--- config.mk ---
export PLATFORM = sky130hd
export DESIGN_NAME = mzs_status_bank
export DESIGN_NICKNAME = d
export VERILOG_FILES = /design/src/mzs_pkg.sv /design/src/mzs_nbr_if.sv /design/src/mzs_nbr_capture.sv /design/src/mzs_status_bank.sv
export SDC_FILE = /design/constraint.sdc
export NUM_CORES = 1
export LEC_CHECK = 0
export BUFFER_PORTS_ARGS = -buffer_cell sky130_fd_sc_hd__buf_4
export CELL_PAD_IN_SITES_DETAIL_PLACEMENT = 1
export CELL_PAD_IN_SITES_GLOBAL_PLACEMENT = 2
export CORE_UTILIZATION = 32
export DETAILED_ROUTE_END_ITERATION = 8
export PLACE_DENSITY_LB_ADDON = 0.15
export RECOVER_POWER = 100
export SLEW_MARGIN = 40
export SYNTH_ARGS = -nofsm -noshare
export SYNTH_HDL_FRONTEND = slang
export SYNTH_HIERARCHICAL = 1
export SYNTH_SLANG_ARGS = --single-unit
--- constraint.sdc ---
create_clock -name sys_clk_i -period 5.31 [get_ports sys_clk_i]
set_input_delay 0.2655 -clock sys_clk_i [delete_from_list [all_inputs] [get_ports sys_clk_i]]
set_output_delay 0.2655 -clock sys_clk_i [all_outputs]
set_load 0.02 [all_outputs]
--- src/mzs_pkg.sv ---
// Constants and types for the motor zone status register bank
// Contract
// - Right motor current reported in milliamperes
// - Right motor frequency reported in hertz
// - Temperature word: motor high, board low
// - Status bits 1:0 encode rotation state
// - 00 stop, 01 CCW, 10 CW, 11 free
// - Bits 5..13 fault flags; 3,4 reserved
// - Bit2 digital mode, 14 sensor, 15 unused
// - Port I/O bit 12 flags short circuit
// - Port I/O bit 14 flags over 1A
// - Neighbour code in low or high byte
// - Codes 01 clear stopped, 02 clear running
// - Codes 04 discharging, 05 blocked, 06 busy
// - Two 16-bit upstream carton tracking words
// - Cleared connections freeze neighbour and tracking words
// - Servo position is signed relative to zero
// - Servo bit 0 set when command complete
// - Servo bit 1 echoes command bit 0
// - Servo bit 2 echoes command bit 1
// - Assembly word 18 reserved for reset protection
`default_nettype none
package mzs_pkg;
  // Register offsets, module address space
  localparam logic [15:0] OFS_L_SERVO_STAT = 16'h000b;
  localparam logic [15:0] OFS_R_SERVO_STAT = 16'h0010;
  localparam logic [15:0] OFS_L_DIO_STAT = 16'h003c;
  localparam logic [15:0] OFS_L_SERVO_POS = 16'h003e;
  localparam logic [15:0] OFS_R_CURRENT = 16'h004f;
  localparam logic [15:0] OFS_R_FREQ = 16'h0050;
  localparam logic [15:0] OFS_R_TEMP = 16'h0051;
  localparam logic [15:0] OFS_R_STATUS = 16'h0052;
  localparam logic [15:0] OFS_R_DIO_STAT = 16'h0054;
  localparam logic [15:0] OFS_R_SERVO_POS = 16'h0056;
  localparam logic [15:0] OFS_UP_STATE = 16'h0086;
  localparam logic [15:0] OFS_UP_TRK1 = 16'h008b;
  localparam logic [15:0] OFS_UP_TRK2 = 16'h008c;
  localparam logic [15:0] OFS_DN_STATE = 16'h00e8;
  // Assembly word 18 (assembled address 1718) kept for reset protection
  localparam logic [15:0] ASM_RESET_PROT = 16'h06b6;
  // Motor status field positions
  localparam int STAT_ROT_LSB = 0;
  localparam int STAT_DIGITAL = 2;
  localparam int STAT_FAULT_LSB = 5;
  localparam int STAT_SENSOR_ERR = 14;
  localparam int STAT_NOT_USED = 15;
  localparam int FAULT_W = 9;
  // Port digital I/O field positions
  localparam int DIO_SHORT = 12;
  localparam int DIO_OVERCUR = 14;
  // Servo status field positions
  localparam int SRV_DONE = 0;
  localparam int SRV_ECHO0 = 1;
  localparam int SRV_ECHO1 = 2;
  // Reset value of every word
  localparam logic [15:0] WORD_RST = 16'h0000;
  // Rotation state encoding
  localparam logic [1:0] ROT_STOP = 2'h0;
  localparam logic [1:0] ROT_CCW = 2'h1;
  localparam logic [1:0] ROT_CW = 2'h2;
  localparam logic [1:0] ROT_FREE = 2'h3;
  // Neighbour zone state codes
  typedef enum logic [7:0] {
    ZONE_CLEAR_STOP = 8'h01,
    ZONE_CLEAR_RUN = 8'h02,
    ZONE_BLOCK_RUN = 8'h04,
    ZONE_BLOCK_STOP = 8'h05,
    ZONE_BUSY = 8'h06
  } mzs_zone_t;
  typedef logic [15:0] mzs_word_t;
endpackage
`default_nettype wire

--- src/mzs_nbr_if.sv ---
// Carrier between the register bank and the neighbour capture unit
`timescale 1ns/100ps
`default_nettype none
interface mzs_nbr_if;
  import mzs_pkg::*;
  logic keep;
  logic up_wr;
  logic dn_wr;
  logic trk_wr;
  mzs_word_t up_word;
  mzs_word_t dn_word;
  mzs_word_t trk1;
  mzs_word_t trk2;
  mzs_word_t up_state;
  mzs_word_t dn_state;
  mzs_word_t up_trk1;
  mzs_word_t up_trk2;
  modport bank (output keep, up_wr, dn_wr, trk_wr, up_word, dn_word,
    trk1, trk2, input up_state, dn_state, up_trk1, up_trk2);
  modport cap (input keep, up_wr, dn_wr, trk_wr, up_word, dn_word,
    trk1, trk2, output up_state, dn_state, up_trk1, up_trk2);
endinterface
`default_nettype wire

--- src/mzs_nbr_capture.sv ---
// Neighbour zone state and upstream tracking capture
`timescale 1ns/100ps
`default_nettype none
module mzs_nbr_capture (
  input wire logic sys_clk_i,
  input wire logic rst_i,
  mzs_nbr_if.cap nb
);
  import mzs_pkg::*;

  // Zone code may sit in either byte; the other byte must be zero
  function automatic logic code_ok(input mzs_word_t w);
    logic [7:0] c;
    c = (w[7:0] != 8'h00) ? w[7:0] : w[15:8];
    code_ok = ((w[7:0] == 8'h00) || (w[15:8] == 8'h00)) &&
      (c == ZONE_CLEAR_STOP || c == ZONE_CLEAR_RUN ||
       c == ZONE_BLOCK_RUN || c == ZONE_BLOCK_STOP || c == ZONE_BUSY);
  endfunction

  // Upstream state capture
  // valid code, kept connection
  always_ff @(posedge sys_clk_i) begin
    if (rst_i) begin
      nb.up_state <= WORD_RST;
    end else if (nb.keep && nb.up_wr && code_ok(nb.up_word)) begin
      nb.up_state <= nb.up_word;
    end
  end

  // Downstream state capture
  // gated neighbour update
  always_ff @(posedge sys_clk_i) begin
    if (rst_i) begin
      nb.dn_state <= WORD_RST;
    end else if (nb.keep && nb.dn_wr && code_ok(nb.dn_word)) begin
      nb.dn_state <= nb.dn_word;
    end
  end

  // Tracking pair captured together
  // both words as one carton
  always_ff @(posedge sys_clk_i) begin
    if (rst_i) begin
      nb.up_trk1 <= WORD_RST;
      nb.up_trk2 <= WORD_RST;
    end else if (nb.keep && nb.trk_wr) begin
      nb.up_trk1 <= nb.trk1;
      nb.up_trk2 <= nb.trk2;
    end
  end

  // Frozen words when connections are cleared
  property p_frozen;
    @(posedge sys_clk_i) disable iff (rst_i)
      !nb.keep |=> $stable(nb.up_state) && $stable(nb.dn_state) &&
        $stable(nb.up_trk1) && $stable(nb.up_trk2);
  endproperty
  a_frozen: assert property (p_frozen)
    else $error("neighbour word changed while connections cleared");

  // Stored upstream code is always a legal zone state or reset
  property p_code_legal;
    @(posedge sys_clk_i) disable iff (rst_i)
      nb.up_state != WORD_RST |-> code_ok(nb.up_state);
  endproperty
  a_code_legal: assert property (p_code_legal)
    else $error("upstream state holds an illegal code");

  c_trk: cover property (@(posedge sys_clk_i) disable iff (rst_i)
    nb.keep && nb.trk_wr);
endmodule
`default_nettype wire

--- src/mzs_status_bank.sv ---
// Read-only status register bank for the right motor and neighbours
`timescale 1ns/100ps
`default_nettype none
module mzs_status_bank (
  input wire logic sys_clk_i,
  input wire logic rst_i,
  // Register read port
  input wire logic rd_en_i,
  input wire logic [15:0] rd_addr_i,
  output logic rd_valid_o,
  output logic [15:0] rd_data_o,
  output logic rd_err_o,
  // Register write port, always refused
  input wire logic wr_en_i,
  input wire logic [15:0] wr_addr_i,
  input wire logic [15:0] wr_data_i,
  output logic wr_refused_o,
  // Right motor measurements
  input wire logic [15:0] r_current_ma_i,
  input wire logic [15:0] r_freq_hz_i,
  input wire logic [7:0] r_motor_temp_i,
  input wire logic [7:0] r_board_temp_i,
  input wire logic r_running_i,
  input wire logic r_dir_ccw_i,
  input wire logic r_free_brake_i,
  input wire logic r_digital_mode_i,
  input wire logic [mzs_pkg::FAULT_W-1:0] r_faults_i,
  input wire logic r_sensor_err_i,
  input wire logic r_not_used_i,
  // Port digital I/O faults, index 0 left, 1 right
  input wire logic [1:0] dio_short_i,
  input wire logic [1:0] dio_overcur_i,
  // Servo, index 0 left, 1 right
  input wire logic [1:0][15:0] servo_pos_i,
  input wire logic [1:0] servo_done_i,
  input wire logic [1:0] servo_cmd_b0_i,
  input wire logic [1:0] servo_cmd_b1_i,
  // Neighbour links
  input wire logic nbr_keep_i,
  input wire logic up_wr_i,
  input wire logic [15:0] up_word_i,
  input wire logic dn_wr_i,
  input wire logic [15:0] dn_word_i,
  input wire logic trk_wr_i,
  input wire logic [15:0] trk1_i,
  input wire logic [15:0] trk2_i
);
  import mzs_pkg::*;

  mzs_word_t cur_r;
  mzs_word_t freq_r;
  mzs_word_t temp_r;
  mzs_word_t stat_r;
  mzs_word_t stat_nxt;
  mzs_word_t dio_r [2];
  mzs_word_t spos_r [2];
  mzs_word_t sstat_r [2];
  logic [1:0] rot;
  mzs_word_t rd_nxt;
  logic hit;
  logic unused_wr;

  mzs_nbr_if nb ();

  // Rotation state from run, direction and brake mode
  function automatic logic [1:0] rot_enc(input logic run, input logic ccw,
                                         input logic free);
    if (run) begin
      rot_enc = ccw ? ROT_CCW : ROT_CW;
    end else begin
      rot_enc = free ? ROT_FREE : ROT_STOP;
    end
  endfunction

  // Port I/O status word from the two fault flags
  function automatic mzs_word_t dio_word(input logic sc, input logic oc);
    dio_word = WORD_RST;
    dio_word[DIO_SHORT] = sc;
    dio_word[DIO_OVERCUR] = oc;
  endfunction

  // Neighbour link hand-off to the capture unit
  assign nb.keep = nbr_keep_i;
  assign nb.up_wr = up_wr_i;
  assign nb.up_word = up_word_i;
  assign nb.dn_wr = dn_wr_i;
  assign nb.dn_word = dn_word_i;
  assign nb.trk_wr = trk_wr_i;
  assign nb.trk1 = trk1_i;
  assign nb.trk2 = trk2_i;

  mzs_nbr_capture u_nbr (
    .sys_clk_i(sys_clk_i),
    .rst_i(rst_i),
    .nb(nb.cap)
  );

  // Right motor measurement snapshot
  // current, frequency, temperatures
  always_ff @(posedge sys_clk_i) begin
    if (rst_i) begin
      cur_r <= WORD_RST;
      freq_r <= WORD_RST;
      temp_r <= WORD_RST;
    end else begin
      cur_r <= r_current_ma_i;
      freq_r <= r_freq_hz_i;
      temp_r <= {r_motor_temp_i, r_board_temp_i};
    end
  end

  // Motor status word assembly
  // rotation pair in low bits
  assign rot = rot_enc(r_running_i, r_dir_ccw_i, r_free_brake_i);
  // fault and mode flags, 3 and 4 zero
  always_comb begin
    stat_nxt = WORD_RST;
    stat_nxt[STAT_ROT_LSB +: 2] = rot;
    stat_nxt[STAT_DIGITAL] = r_digital_mode_i;
    stat_nxt[STAT_FAULT_LSB +: FAULT_W] = r_faults_i;
    stat_nxt[STAT_SENSOR_ERR] = r_sensor_err_i;
    stat_nxt[STAT_NOT_USED] = r_not_used_i;
  end

  // Motor status register
  always_ff @(posedge sys_clk_i) begin
    if (rst_i) begin
      stat_r <= WORD_RST;
    end else begin
      stat_r <= stat_nxt;
    end
  end

  // Per-port digital I/O and servo words
  // port and servo flags
  always_ff @(posedge sys_clk_i) begin
    if (rst_i) begin
      for (int i = 0; i < 2; i++) begin
        dio_r[i] <= WORD_RST;
        spos_r[i] <= WORD_RST;
        sstat_r[i] <= WORD_RST;
      end
    end else begin
      for (int i = 0; i < 2; i++) begin
        dio_r[i] <= dio_word(dio_short_i[i], dio_overcur_i[i]);
        spos_r[i] <= servo_pos_i[i];
        sstat_r[i] <= {13'h0, servo_cmd_b1_i[i], servo_cmd_b0_i[i],
                       servo_done_i[i]};
      end
    end
  end

  // Address decode of the read port
  // reset protection word is not a status word
  always_comb begin
    hit = 1'b1;
    rd_nxt = WORD_RST;
    unique case (rd_addr_i)
      OFS_L_SERVO_STAT: rd_nxt = sstat_r[0];
      OFS_R_SERVO_STAT: rd_nxt = sstat_r[1];
      OFS_L_DIO_STAT: rd_nxt = dio_r[0];
      OFS_L_SERVO_POS: rd_nxt = spos_r[0];
      OFS_R_CURRENT: rd_nxt = cur_r;
      OFS_R_FREQ: rd_nxt = freq_r;
      OFS_R_TEMP: rd_nxt = temp_r;
      OFS_R_STATUS: rd_nxt = stat_r;
      OFS_R_DIO_STAT: rd_nxt = dio_r[1];
      OFS_R_SERVO_POS: rd_nxt = spos_r[1];
      OFS_UP_STATE: rd_nxt = nb.up_state;
      OFS_UP_TRK1: rd_nxt = nb.up_trk1;
      OFS_UP_TRK2: rd_nxt = nb.up_trk2;
      OFS_DN_STATE: rd_nxt = nb.dn_state;
      ASM_RESET_PROT: hit = 1'b0;
      default: hit = 1'b0;
    endcase
  end

  // Read answer one cycle after the request
  always_ff @(posedge sys_clk_i) begin
    if (rst_i) begin
      rd_valid_o <= 1'b0;
      rd_err_o <= 1'b0;
      rd_data_o <= WORD_RST;
    end else begin
      rd_valid_o <= rd_en_i;
      rd_err_o <= rd_en_i && !hit;
      if (rd_en_i) begin
        rd_data_o <= rd_nxt;
      end
    end
  end

  // Write refusal pulse; data never stored
  // writes leave words unchanged
  assign unused_wr = ^{wr_addr_i, wr_data_i};
  always_ff @(posedge sys_clk_i) begin
    if (rst_i) begin
      wr_refused_o <= 1'b0;
    end else begin
      wr_refused_o <= wr_en_i;
    end
  end

  // Current word follows the input one cycle later
  property p_current;
    @(posedge sys_clk_i) disable iff (rst_i)
      ##1 cur_r == $past(r_current_ma_i);
  endproperty
  a_current: assert property (p_current)
    else $error("current word does not follow measurement");

  // Frequency word follows the input
  property p_freq;
    @(posedge sys_clk_i) disable iff (rst_i)
      ##1 freq_r == $past(r_freq_hz_i);
  endproperty
  a_freq: assert property (p_freq)
    else $error("frequency word does not follow measurement");

  // Temperature byte placement
  property p_temp;
    @(posedge sys_clk_i) disable iff (rst_i)
      ##1 temp_r[15:8] == $past(r_motor_temp_i) &&
        temp_r[7:0] == $past(r_board_temp_i);
  endproperty
  a_temp: assert property (p_temp)
    else $error("temperature bytes misplaced");

  // Clockwise running gives code 10
  property p_rot_cw;
    @(posedge sys_clk_i) disable iff (rst_i)
      r_running_i && !r_dir_ccw_i |=> stat_r[1:0] == 2'h2;
  endproperty
  a_rot_cw: assert property (p_rot_cw)
    else $error("clockwise rotation code wrong");

  // Free braking while stopped gives code 11
  property p_rot_free;
    @(posedge sys_clk_i) disable iff (rst_i)
      !r_running_i && r_free_brake_i |=> stat_r[1:0] == 2'h3;
  endproperty
  a_rot_free: assert property (p_rot_free)
    else $error("free braking code wrong");

  // Reserved status bits stay zero and stall maps to bit 13
  property p_stat_bits;
    @(posedge sys_clk_i) disable iff (rst_i)
      ##1 stat_r[4:3] == 2'h0 && stat_r[13] == $past(r_faults_i[8]) &&
        stat_r[5] == $past(r_faults_i[0]);
  endproperty
  a_stat_bits: assert property (p_stat_bits)
    else $error("fault bit layout wrong");

  // Mode flags in bits 2, 14, 15
  property p_mode_bits;
    @(posedge sys_clk_i) disable iff (rst_i)
      ##1 stat_r[2] == $past(r_digital_mode_i) &&
        stat_r[14] == $past(r_sensor_err_i) &&
        stat_r[15] == $past(r_not_used_i);
  endproperty
  a_mode_bits: assert property (p_mode_bits)
    else $error("mode flag bits wrong");

  // Right port short and over-current bits reach the read data
  property p_dio_read;
    @(posedge sys_clk_i) disable iff (rst_i)
      dio_short_i[1] && dio_overcur_i[1] ##1
        rd_en_i && rd_addr_i == OFS_R_DIO_STAT |=>
        rd_data_o[12] && rd_data_o[14] && rd_valid_o;
  endproperty
  a_dio_read: assert property (p_dio_read)
    else $error("port fault bits not reported");

  // Over-current alone sets only bit 14
  property p_overcur;
    @(posedge sys_clk_i) disable iff (rst_i)
      dio_overcur_i[0] && !dio_short_i[0] |=>
        dio_r[0] == 16'h4000;
  endproperty
  a_overcur: assert property (p_overcur)
    else $error("over-current word wrong");

  // Servo status echoes command bits and completion
  property p_servo;
    @(posedge sys_clk_i) disable iff (rst_i)
      ##1 sstat_r[1][2:0] == {$past(servo_cmd_b1_i[1]),
        $past(servo_cmd_b0_i[1]), $past(servo_done_i[1])};
  endproperty
  a_servo: assert property (p_servo)
    else $error("servo status bits wrong");

  // Servo echo reaches the read port for the left motor
  property p_servo_echo;
    @(posedge sys_clk_i) disable iff (rst_i)
      servo_cmd_b0_i[0] && servo_cmd_b1_i[0] ##1
        rd_en_i && rd_addr_i == OFS_L_SERVO_STAT |=> rd_data_o[2:1] == 2'h3;
  endproperty
  a_servo_echo: assert property (p_servo_echo)
    else $error("servo echo not reported");

  // Servo position word is the signed value as given
  property p_pos;
    @(posedge sys_clk_i) disable iff (rst_i)
      ##1 spos_r[0] == $past(servo_pos_i[0]);
  endproperty
  a_pos: assert property (p_pos)
    else $error("servo position word wrong");

  // Reset protection word is answered as not a status word
  property p_resprot;
    @(posedge sys_clk_i) disable iff (rst_i)
      rd_en_i && rd_addr_i == ASM_RESET_PROT |=> rd_err_o && rd_valid_o;
  endproperty
  a_resprot: assert property (p_resprot)
    else $error("reset protection word read as status");

  // A write never disturbs the stored upstream or downstream state word
  property p_write_ignored;
    @(posedge sys_clk_i) disable iff (rst_i)
      wr_en_i && !up_wr_i && !dn_wr_i && !trk_wr_i |=>
        $stable(nb.up_state) && $stable(nb.dn_state) && wr_refused_o;
  endproperty
  a_write_ignored: assert property (p_write_ignored)
    else $error("write altered a status word");

  c_read_status: cover property (@(posedge sys_clk_i) disable iff (rst_i)
    rd_en_i && rd_addr_i == OFS_R_STATUS);
  c_ccw: cover property (@(posedge sys_clk_i) disable iff (rst_i)
    stat_r[1:0] == 2'h1);
  c_write: cover property (@(posedge sys_clk_i) disable iff (rst_i)
    wr_en_i);
endmodule
`default_nettype wire

==> reports/metrics.yaml, run 1 <==
syn_inst: 745
routed-via-count: 6258
setup_viol: 0
io_buffers: 211
synth_area_leaders: "dfxtp_1, nor2b_1, nand2_1, a21oi_1, nand3_1"
critPathKind: "primary input to register"
cp_max_fo: 80
postSynthAreaPerCell_um2: 9.696
worstPathArrival_ns: 4.00
synth-main-ff-cell: "dfxtp_1"
p_per_area_nw_per_um2: 317.1
max_slew_margin_pct: -126.1
place_ws_ns: 2.171
tightestPinTransition_ns: 3.391
num_rows: 54
hold_viol_final: 0
ys_types: 62
routabilityCongestion: 0.8128
setup_slack_ns: 1.640
finalWirelength_mm: 23.77
initial_core_util_pct: 32.89
grt_usage_pct: 20.90
grt_pass1_wl_mm: 36.93
ys_warn_count: 6
grt_max_degree: 81
cts-root-buf: "clkbuf_16"
drive_gt1_share_pct: 26.86
drv_slew: 81
clk_path_buf_depth: 2
antenna_found_initial: 0
grt.met2_usage_pct: 36.34
fillers: 2518
synthesis.area_um2: 7223
die_area_um2: 23180
clk-insertion-delay-late_ns: 0.44
outcome: "finished with violations"
antennaDiodeCount: 0
drc_errors: 11
synth-seq-cells: 187
cts_resized: 0
hold_path.class: "primary input to register"
fin_crit_sh_pct: 69.12
postCtsHoldBufs: 0
grt_use_met3_pct: 4.608
worst_setup_path_end_kind: "register"
setup_tns_ns: 0
dp.final_hpwl_mm: 17.69
timing.fmax_mhz: 272.5
num-nets-final: 1165
via_per_inst: 5.075
postRouteAntennaNets: 0
fin_skew_ns: 0.01093
grt_busiest_layer: "met2"
yosysMostFrequentCell: "dfxtp_1"
fp.coreArea_um2: 21960
cts_setup_buffers: 0
clock_sinks: 187
ys_seq_area_share_pct: 51.83
clkTransAtPathRegs_ns: 0.08
die_h_um: 152.2
htreeDepth: 4
design_power_total_w: 0.003032
violations: "DRC, capacitance limit, slew limit"
cts_made_buffers: 17
min_period_ns: 3.670
p_leak_nw: 3.757
drtPass1Iterations: 7
cp.required_ns: 5.64
grt_setup_unrepaired: "false"
cts_tree: "built"
ir_worst_vdd_v: 0.0002123
area_delta_synth_final_pct: 32.36
use_met1_pct: 25.47
synth_edf_count: 0
synth_top_area_cell: "dfxtp_1"
grt-ovfl-total: 0
maxCapViolations: 1
drtIter0Drc: 271
cp-start-kind: "primary input"
yosys-top-cells-count: "dfxtp_1, nor2b_1, nand2_1"
grt_pass1_vias: 6638
die_x_um: 152.2
pin_count: 244
synth.top_cell.area_share_pct: 51.83
synth-async-reset-ratio_pct: 0
syn_nets: 970
routedWlPerCell_um: 19.28
## logic make-up after synthesis
| logic type | synth area share (%) |
|---|---|
| AOI/OAI and AO/OA | 14.79 |
| and+or+nand+nor | 28.43 |
| muxes | 0.9701 |
| DFF | 51.83 |
| xor gates and xnor gates | 0.1213 |
| buffers and inverters | 3.863 |
## path summary, 6_finish.rpt
check	start	endpoint	slack, ns	cells after the start
max reg2reg	u_nbr/nb.up_state[14]	rd_data_o[14]	3.81	4
min reg2reg	u_nbr/nb.up_trk1[12]	u_nbr/nb.up_trk1[12]	0.46	2
max	rst_i	u_nbr/nb.up_state[11]	1.64	4
min	r_freq_hz_i[11]	freq_r[11]	0.04	2
## worst max-delay path: stages
cell      delay [ns]
clkbuf_1        2.35
buf_4           0.73
o21ba_1         0.36
and2_1          0.23
## per-stage QoR
| step | cell area [um2] | std cells | hold WS (ns) | util, % |
|---|---|---|---|---|
| 2_1_floorplan | 7223 | 745 | 0.3601 | - |
| 3_5_place_dp | 9022 | 1201 | 0.4472 | 41.09 |
| 3_3_place_gp | 8980 | 1198 | 0.4410 | 40.89 |
| 4_1_cts | 9651 | 1233 | 0.01350 | 43.95 |
| 6_report | 9560 | 1233 | 0.03544 | 43.54 |
| 5_1_grt | 9560 | 1233 | 0.02157 | 43.54 |
## sequential cells by signal, summed over array words and instances (netlist names)
register,flops
u_nbr/nb.up_trk1,16
rd_data_o,16
spos_r,32
rd_valid_o,1
stat_r,14
temp_r,16
dio_r,4
cur_r,16
u_nbr/nb.up_state,16
freq_r,16
u_nbr/nb.dn_state,16
sstat_r,6
rd_err_o,1
u_nbr/nb.up_trk2,16
wr_refused_o,1
## placed cells by master (no fill, tap or decap), types with 10 or more instances in the layout
cell type,synthesis,routed
buf_4,5,204
dfxtp_1,187,187
nor2b_1,104,104
nand2_1,87,87
a21oi_1,43,43
nand3_1,33,33
clkbuf_1,27,21
and3_1,20,20
a22o_1,18,18
nor2_1,17,17
and2_1,18,17
clkbuf_16,0,17
o21ai_0,15,16
a211oi_1,14,15
nand2b_1,14,14
a221oi_1,14,14
a22oi_1,11,11
a222oi_1,10,10
nor3b_1,10,10
## final cells by class
type	instances	area (um2)	area share (%)
clock buffers	17	425.4	4.450
multi-input cells	504	3209	33.57
clock inverters	15	202.7	2.120
well taps	280	350.3	3.664
repair buffers	225	1610	16.84
flip-flops and latches	187	3744	39.16
inverters	5	18.77	0.1963
## power breakdown
part | internal [W] | switching, W
Combinational | 0.000133 | 0.000107
Clock | 0.000686 | 0.000631
Sequential | 0.00146 | 0.0000183
## metal layers
metal  vias to the layer above  part of all wire, %  wire (um)
li1                       3030                    -          -
met1                      3031                   44      10450
met2                       165                   49      11730
met3                        32                  4.5       1079
met4                         0                  2.2        520
met5                         -                    0          0
No activity file was read; power rests on OpenSTA's default activity.
==> run 2, diff against run 1 <==
--- a/config.mk
+++ b/config.mk
@@ -5,10 +5,11 @@
 export SDC_FILE = /design/constraint.sdc
 export NUM_CORES = 1
 export LEC_CHECK = 0
+export ABC_AREA = 1
 export BUFFER_PORTS_ARGS = -buffer_cell sky130_fd_sc_hd__buf_4
 export CELL_PAD_IN_SITES_DETAIL_PLACEMENT = 1
 export CELL_PAD_IN_SITES_GLOBAL_PLACEMENT = 2
-export CORE_UTILIZATION = 32
+export CORE_UTILIZATION = 25
 export DETAILED_ROUTE_END_ITERATION = 8
 export PLACE_DENSITY_LB_ADDON = 0.15
 export RECOVER_POWER = 100
==> constraint.sdc (replaced) <==
create_clock -name sys_clk_i -period 3 [get_ports sys_clk_i]
set_input_delay 0.15 -clock sys_clk_i [delete_from_list [all_inputs] [get_ports sys_clk_i]]
set_output_delay 0.15 -clock sys_clk_i [all_outputs]
set_load 0.02 [all_outputs]
==> run 2 against run 1 <==
The flow now finishes without violations. Sequential share of layout area fell by 7.2 points. Synthesized cell count rose by 56%. Worst setup slack got worse by 0.90 ns. Non-clock buffer count rose by 132. Critical path depth rose by 6. Clock power rose by 79%. Critical path type unchanged.
==> reports/metrics.yaml, run 2 <==
cts_setup_buffers: 0
synth-seq-cells: 187
cp_common_cell: "nor2_1"
syn_inst: 1160
slowest_delay_ns: 0.63
design_power_total_w: 0.005570
layout_common_cells: "nor2_1, dfxtp_1, nand3_1"
fillers: 3913
cp_max_fo: 22
largest-register: "spos_r"
rr_worst_depth: 6
drc_errors: 0
tightestPinTransition_ns: 1.256
routed-via-count: 7989
placedCellCount: 1721
synth_top_area_cell: "dfxtp_1"
hold_depth: 3
cts-root-buf: "clkbuf_16"
antennaDiodeCount: 0
ys_seq_area_share_pct: 46.87
grt_max_degree: 83
synth_area_leaders: "dfxtp_1, nor2_1, nand3_1, nand2_1, inv_1"
die_h_um: 180.7
ir_worst_vdd_v: 0.0003944
hold_path.class: "primary input to register"
cts_tree: "built"
ys_warn_count: 6
synth-main-ff-cell: "dfxtp_1"
worstPathArrival_ns: 2.57
finalWirelength_mm: 28.78
cp.required_ns: 3.31
drtIter0Drc: 317
grt_pass1_wl_mm: 45.02
timing.critical_path.depth: 10
clk-insertion-delay-late_ns: 0.44
drive_gt1_share_pct: 16.77
area_delta_synth_final_pct: 46.73
num_rows: 65
stdcell_count: 1893
via_per_inst: 4.220
fp.coreArea_um2: 31470
critical-path-slowest-cell: "nand3_1"
final_common_cell: "nor2_1"
grt-ovfl-total: 0
htreeDepth: 4
hold_viol_final: 0
num-nets-final: 1703
worst_setup_path_end_kind: "register"
clock_sinks: 187
fin_crit_sh_pct: 75.42
clkTransAtPathRegs_ns: 0.08
drv_slew: 0
maxCapViolations: 0
fin_skew_ns: 0.01504
timing.fmax_mhz: 442.0
postCtsHoldBufs: 140
setup_tns_ns: 0
critPathKind: "primary input to register"
syn_nets: 1385
grt_setup_unrepaired: "false"
postRouteAntennaNets: 0
min_period_ns: 2.263
ys_types: 25
postSynthAreaPerCell_um2: 6.885
outcome: "finished clean"
grt_usage_pct: 17.99
setup_viol: 0
yosysMostFrequentCell: "nor2_1"
p_leak_nw: 5.720
dp.final_hpwl_mm: 19.91
io_buffers: 211
cp-start-kind: "primary input"
routedWlPerCell_um: 15.20
pin_count: 244
cts_made_buffers: 17
synthesis.area_um2: 7986
die_x_um: 180.7
crit_buf_inv: 3
antenna_found_initial: 0
p_per_area_nw_per_um2: 475.3
die_area_um2: 32670
max_slew_margin_pct: 16.25
finish.utilization_pct: 37.23
cp_cell_sequence: "dlygate4sd3_1, clkbuf_1, nor2_1, nand2_1, nor2_1, inv_1, nand2_1, nand3_1, nor2_1, nor2_1"
clk_path_buf_depth: 2
synth-async-reset-ratio_pct: 0
largest_register_ffs: 32
drtPass1Iterations: 6
grt_pass1_vias: 8180
yosys-top-cells-count: "nor2_1, dfxtp_1, nand3_1"
synth.top_cell.area_share_pct: 46.87
synth_edf_count: 0
critPathTopFamily: "simple AND/OR/NAND/NOR gates"
cts_resized: 0
initial_core_util_pct: 25.37
routabilityCongestion: 0.7696
==> run 2: cell families after synthesis <==
family | count (synthesis) | share of synthesized area [%]
flip-flops | 187 | 46.87
AO/OA/AOI/OAI | 61 | 3.885
AND/OR/NAND/NOR | 686 | 37.02
buffers and inverters | 226 | 12.22
==> run 2: final timing paths <==
| kind | startpoint | endpoint | slack, ns |
|---|---|---|---|
| worst min-delay path | trk1_i[10] | u_nbr/nb.up_trk1[10] | 0.008 |
| worst max register to register | u_nbr/nb.up_trk1[6] | rd_data_o[6] | 1.81 |
| worst min register to register | u_nbr/nb.dn_state[3] | u_nbr/nb.dn_state[3] | 0.44 |
| worst max-delay path | dn_word_i[0] | u_nbr/nb.dn_state[1] | 0.74 |
==> run 2: where the power goes <==
part           internal [W]  total (W)  switching, W  leakage, nW
Clock               0.00121    0.00236       0.00115        0.295
Sequential          0.00259    0.00263     0.0000393         1.54
Combinational      0.000338   0.000585      0.000248         3.88
==> run 2: final cells by class <==
cell class | instances | area [um2] | share of cell area [%]
Inverter | 168 | 630.6 | 5.381
Timing Repair Buffer | 357 | 2959 | 25.25
Clock buffer | 17 | 425.4 | 3.630
Sequential cell | 187 | 3744 | 31.95
Tap cell | 402 | 503.0 | 4.292
Clock inverter | 15 | 200.2 | 1.708
Multi-Input combinational cell | 747 | 3257 | 27.79
==> run 2: through the flow <==
step	hold slack, ns	worst slack, ns	area [um2]
after floorplan	0.2216	1.750	7986
after global placement	0.3524	1.039	9803
after detailed placement	0.3597	1.050	9803
after CTS	0.0007556	1.171	11830
after global routing	0.01155	0.5043	11720
final	0.008284	0.7373	11720
==> run 2: worst min-delay path, delay by kind of cell <==
family | cells | cell delay [ns]
AOI/OAI and AO/OA | 1 | 0.09
buffers and inverters | 1 | 0.09
and+or+nand+nor | 1 | 0.08
==> run 2: metal layers <==
layer  vias to the layer above  track usage [%]  share of wire, %
li1                       4175                -                 -
met1                      3641            23.64                48
met2                       154            30.38                47
met3                        19            2.580               3.2
met4                         0            5.368               1.6
met5                         -                0                 0
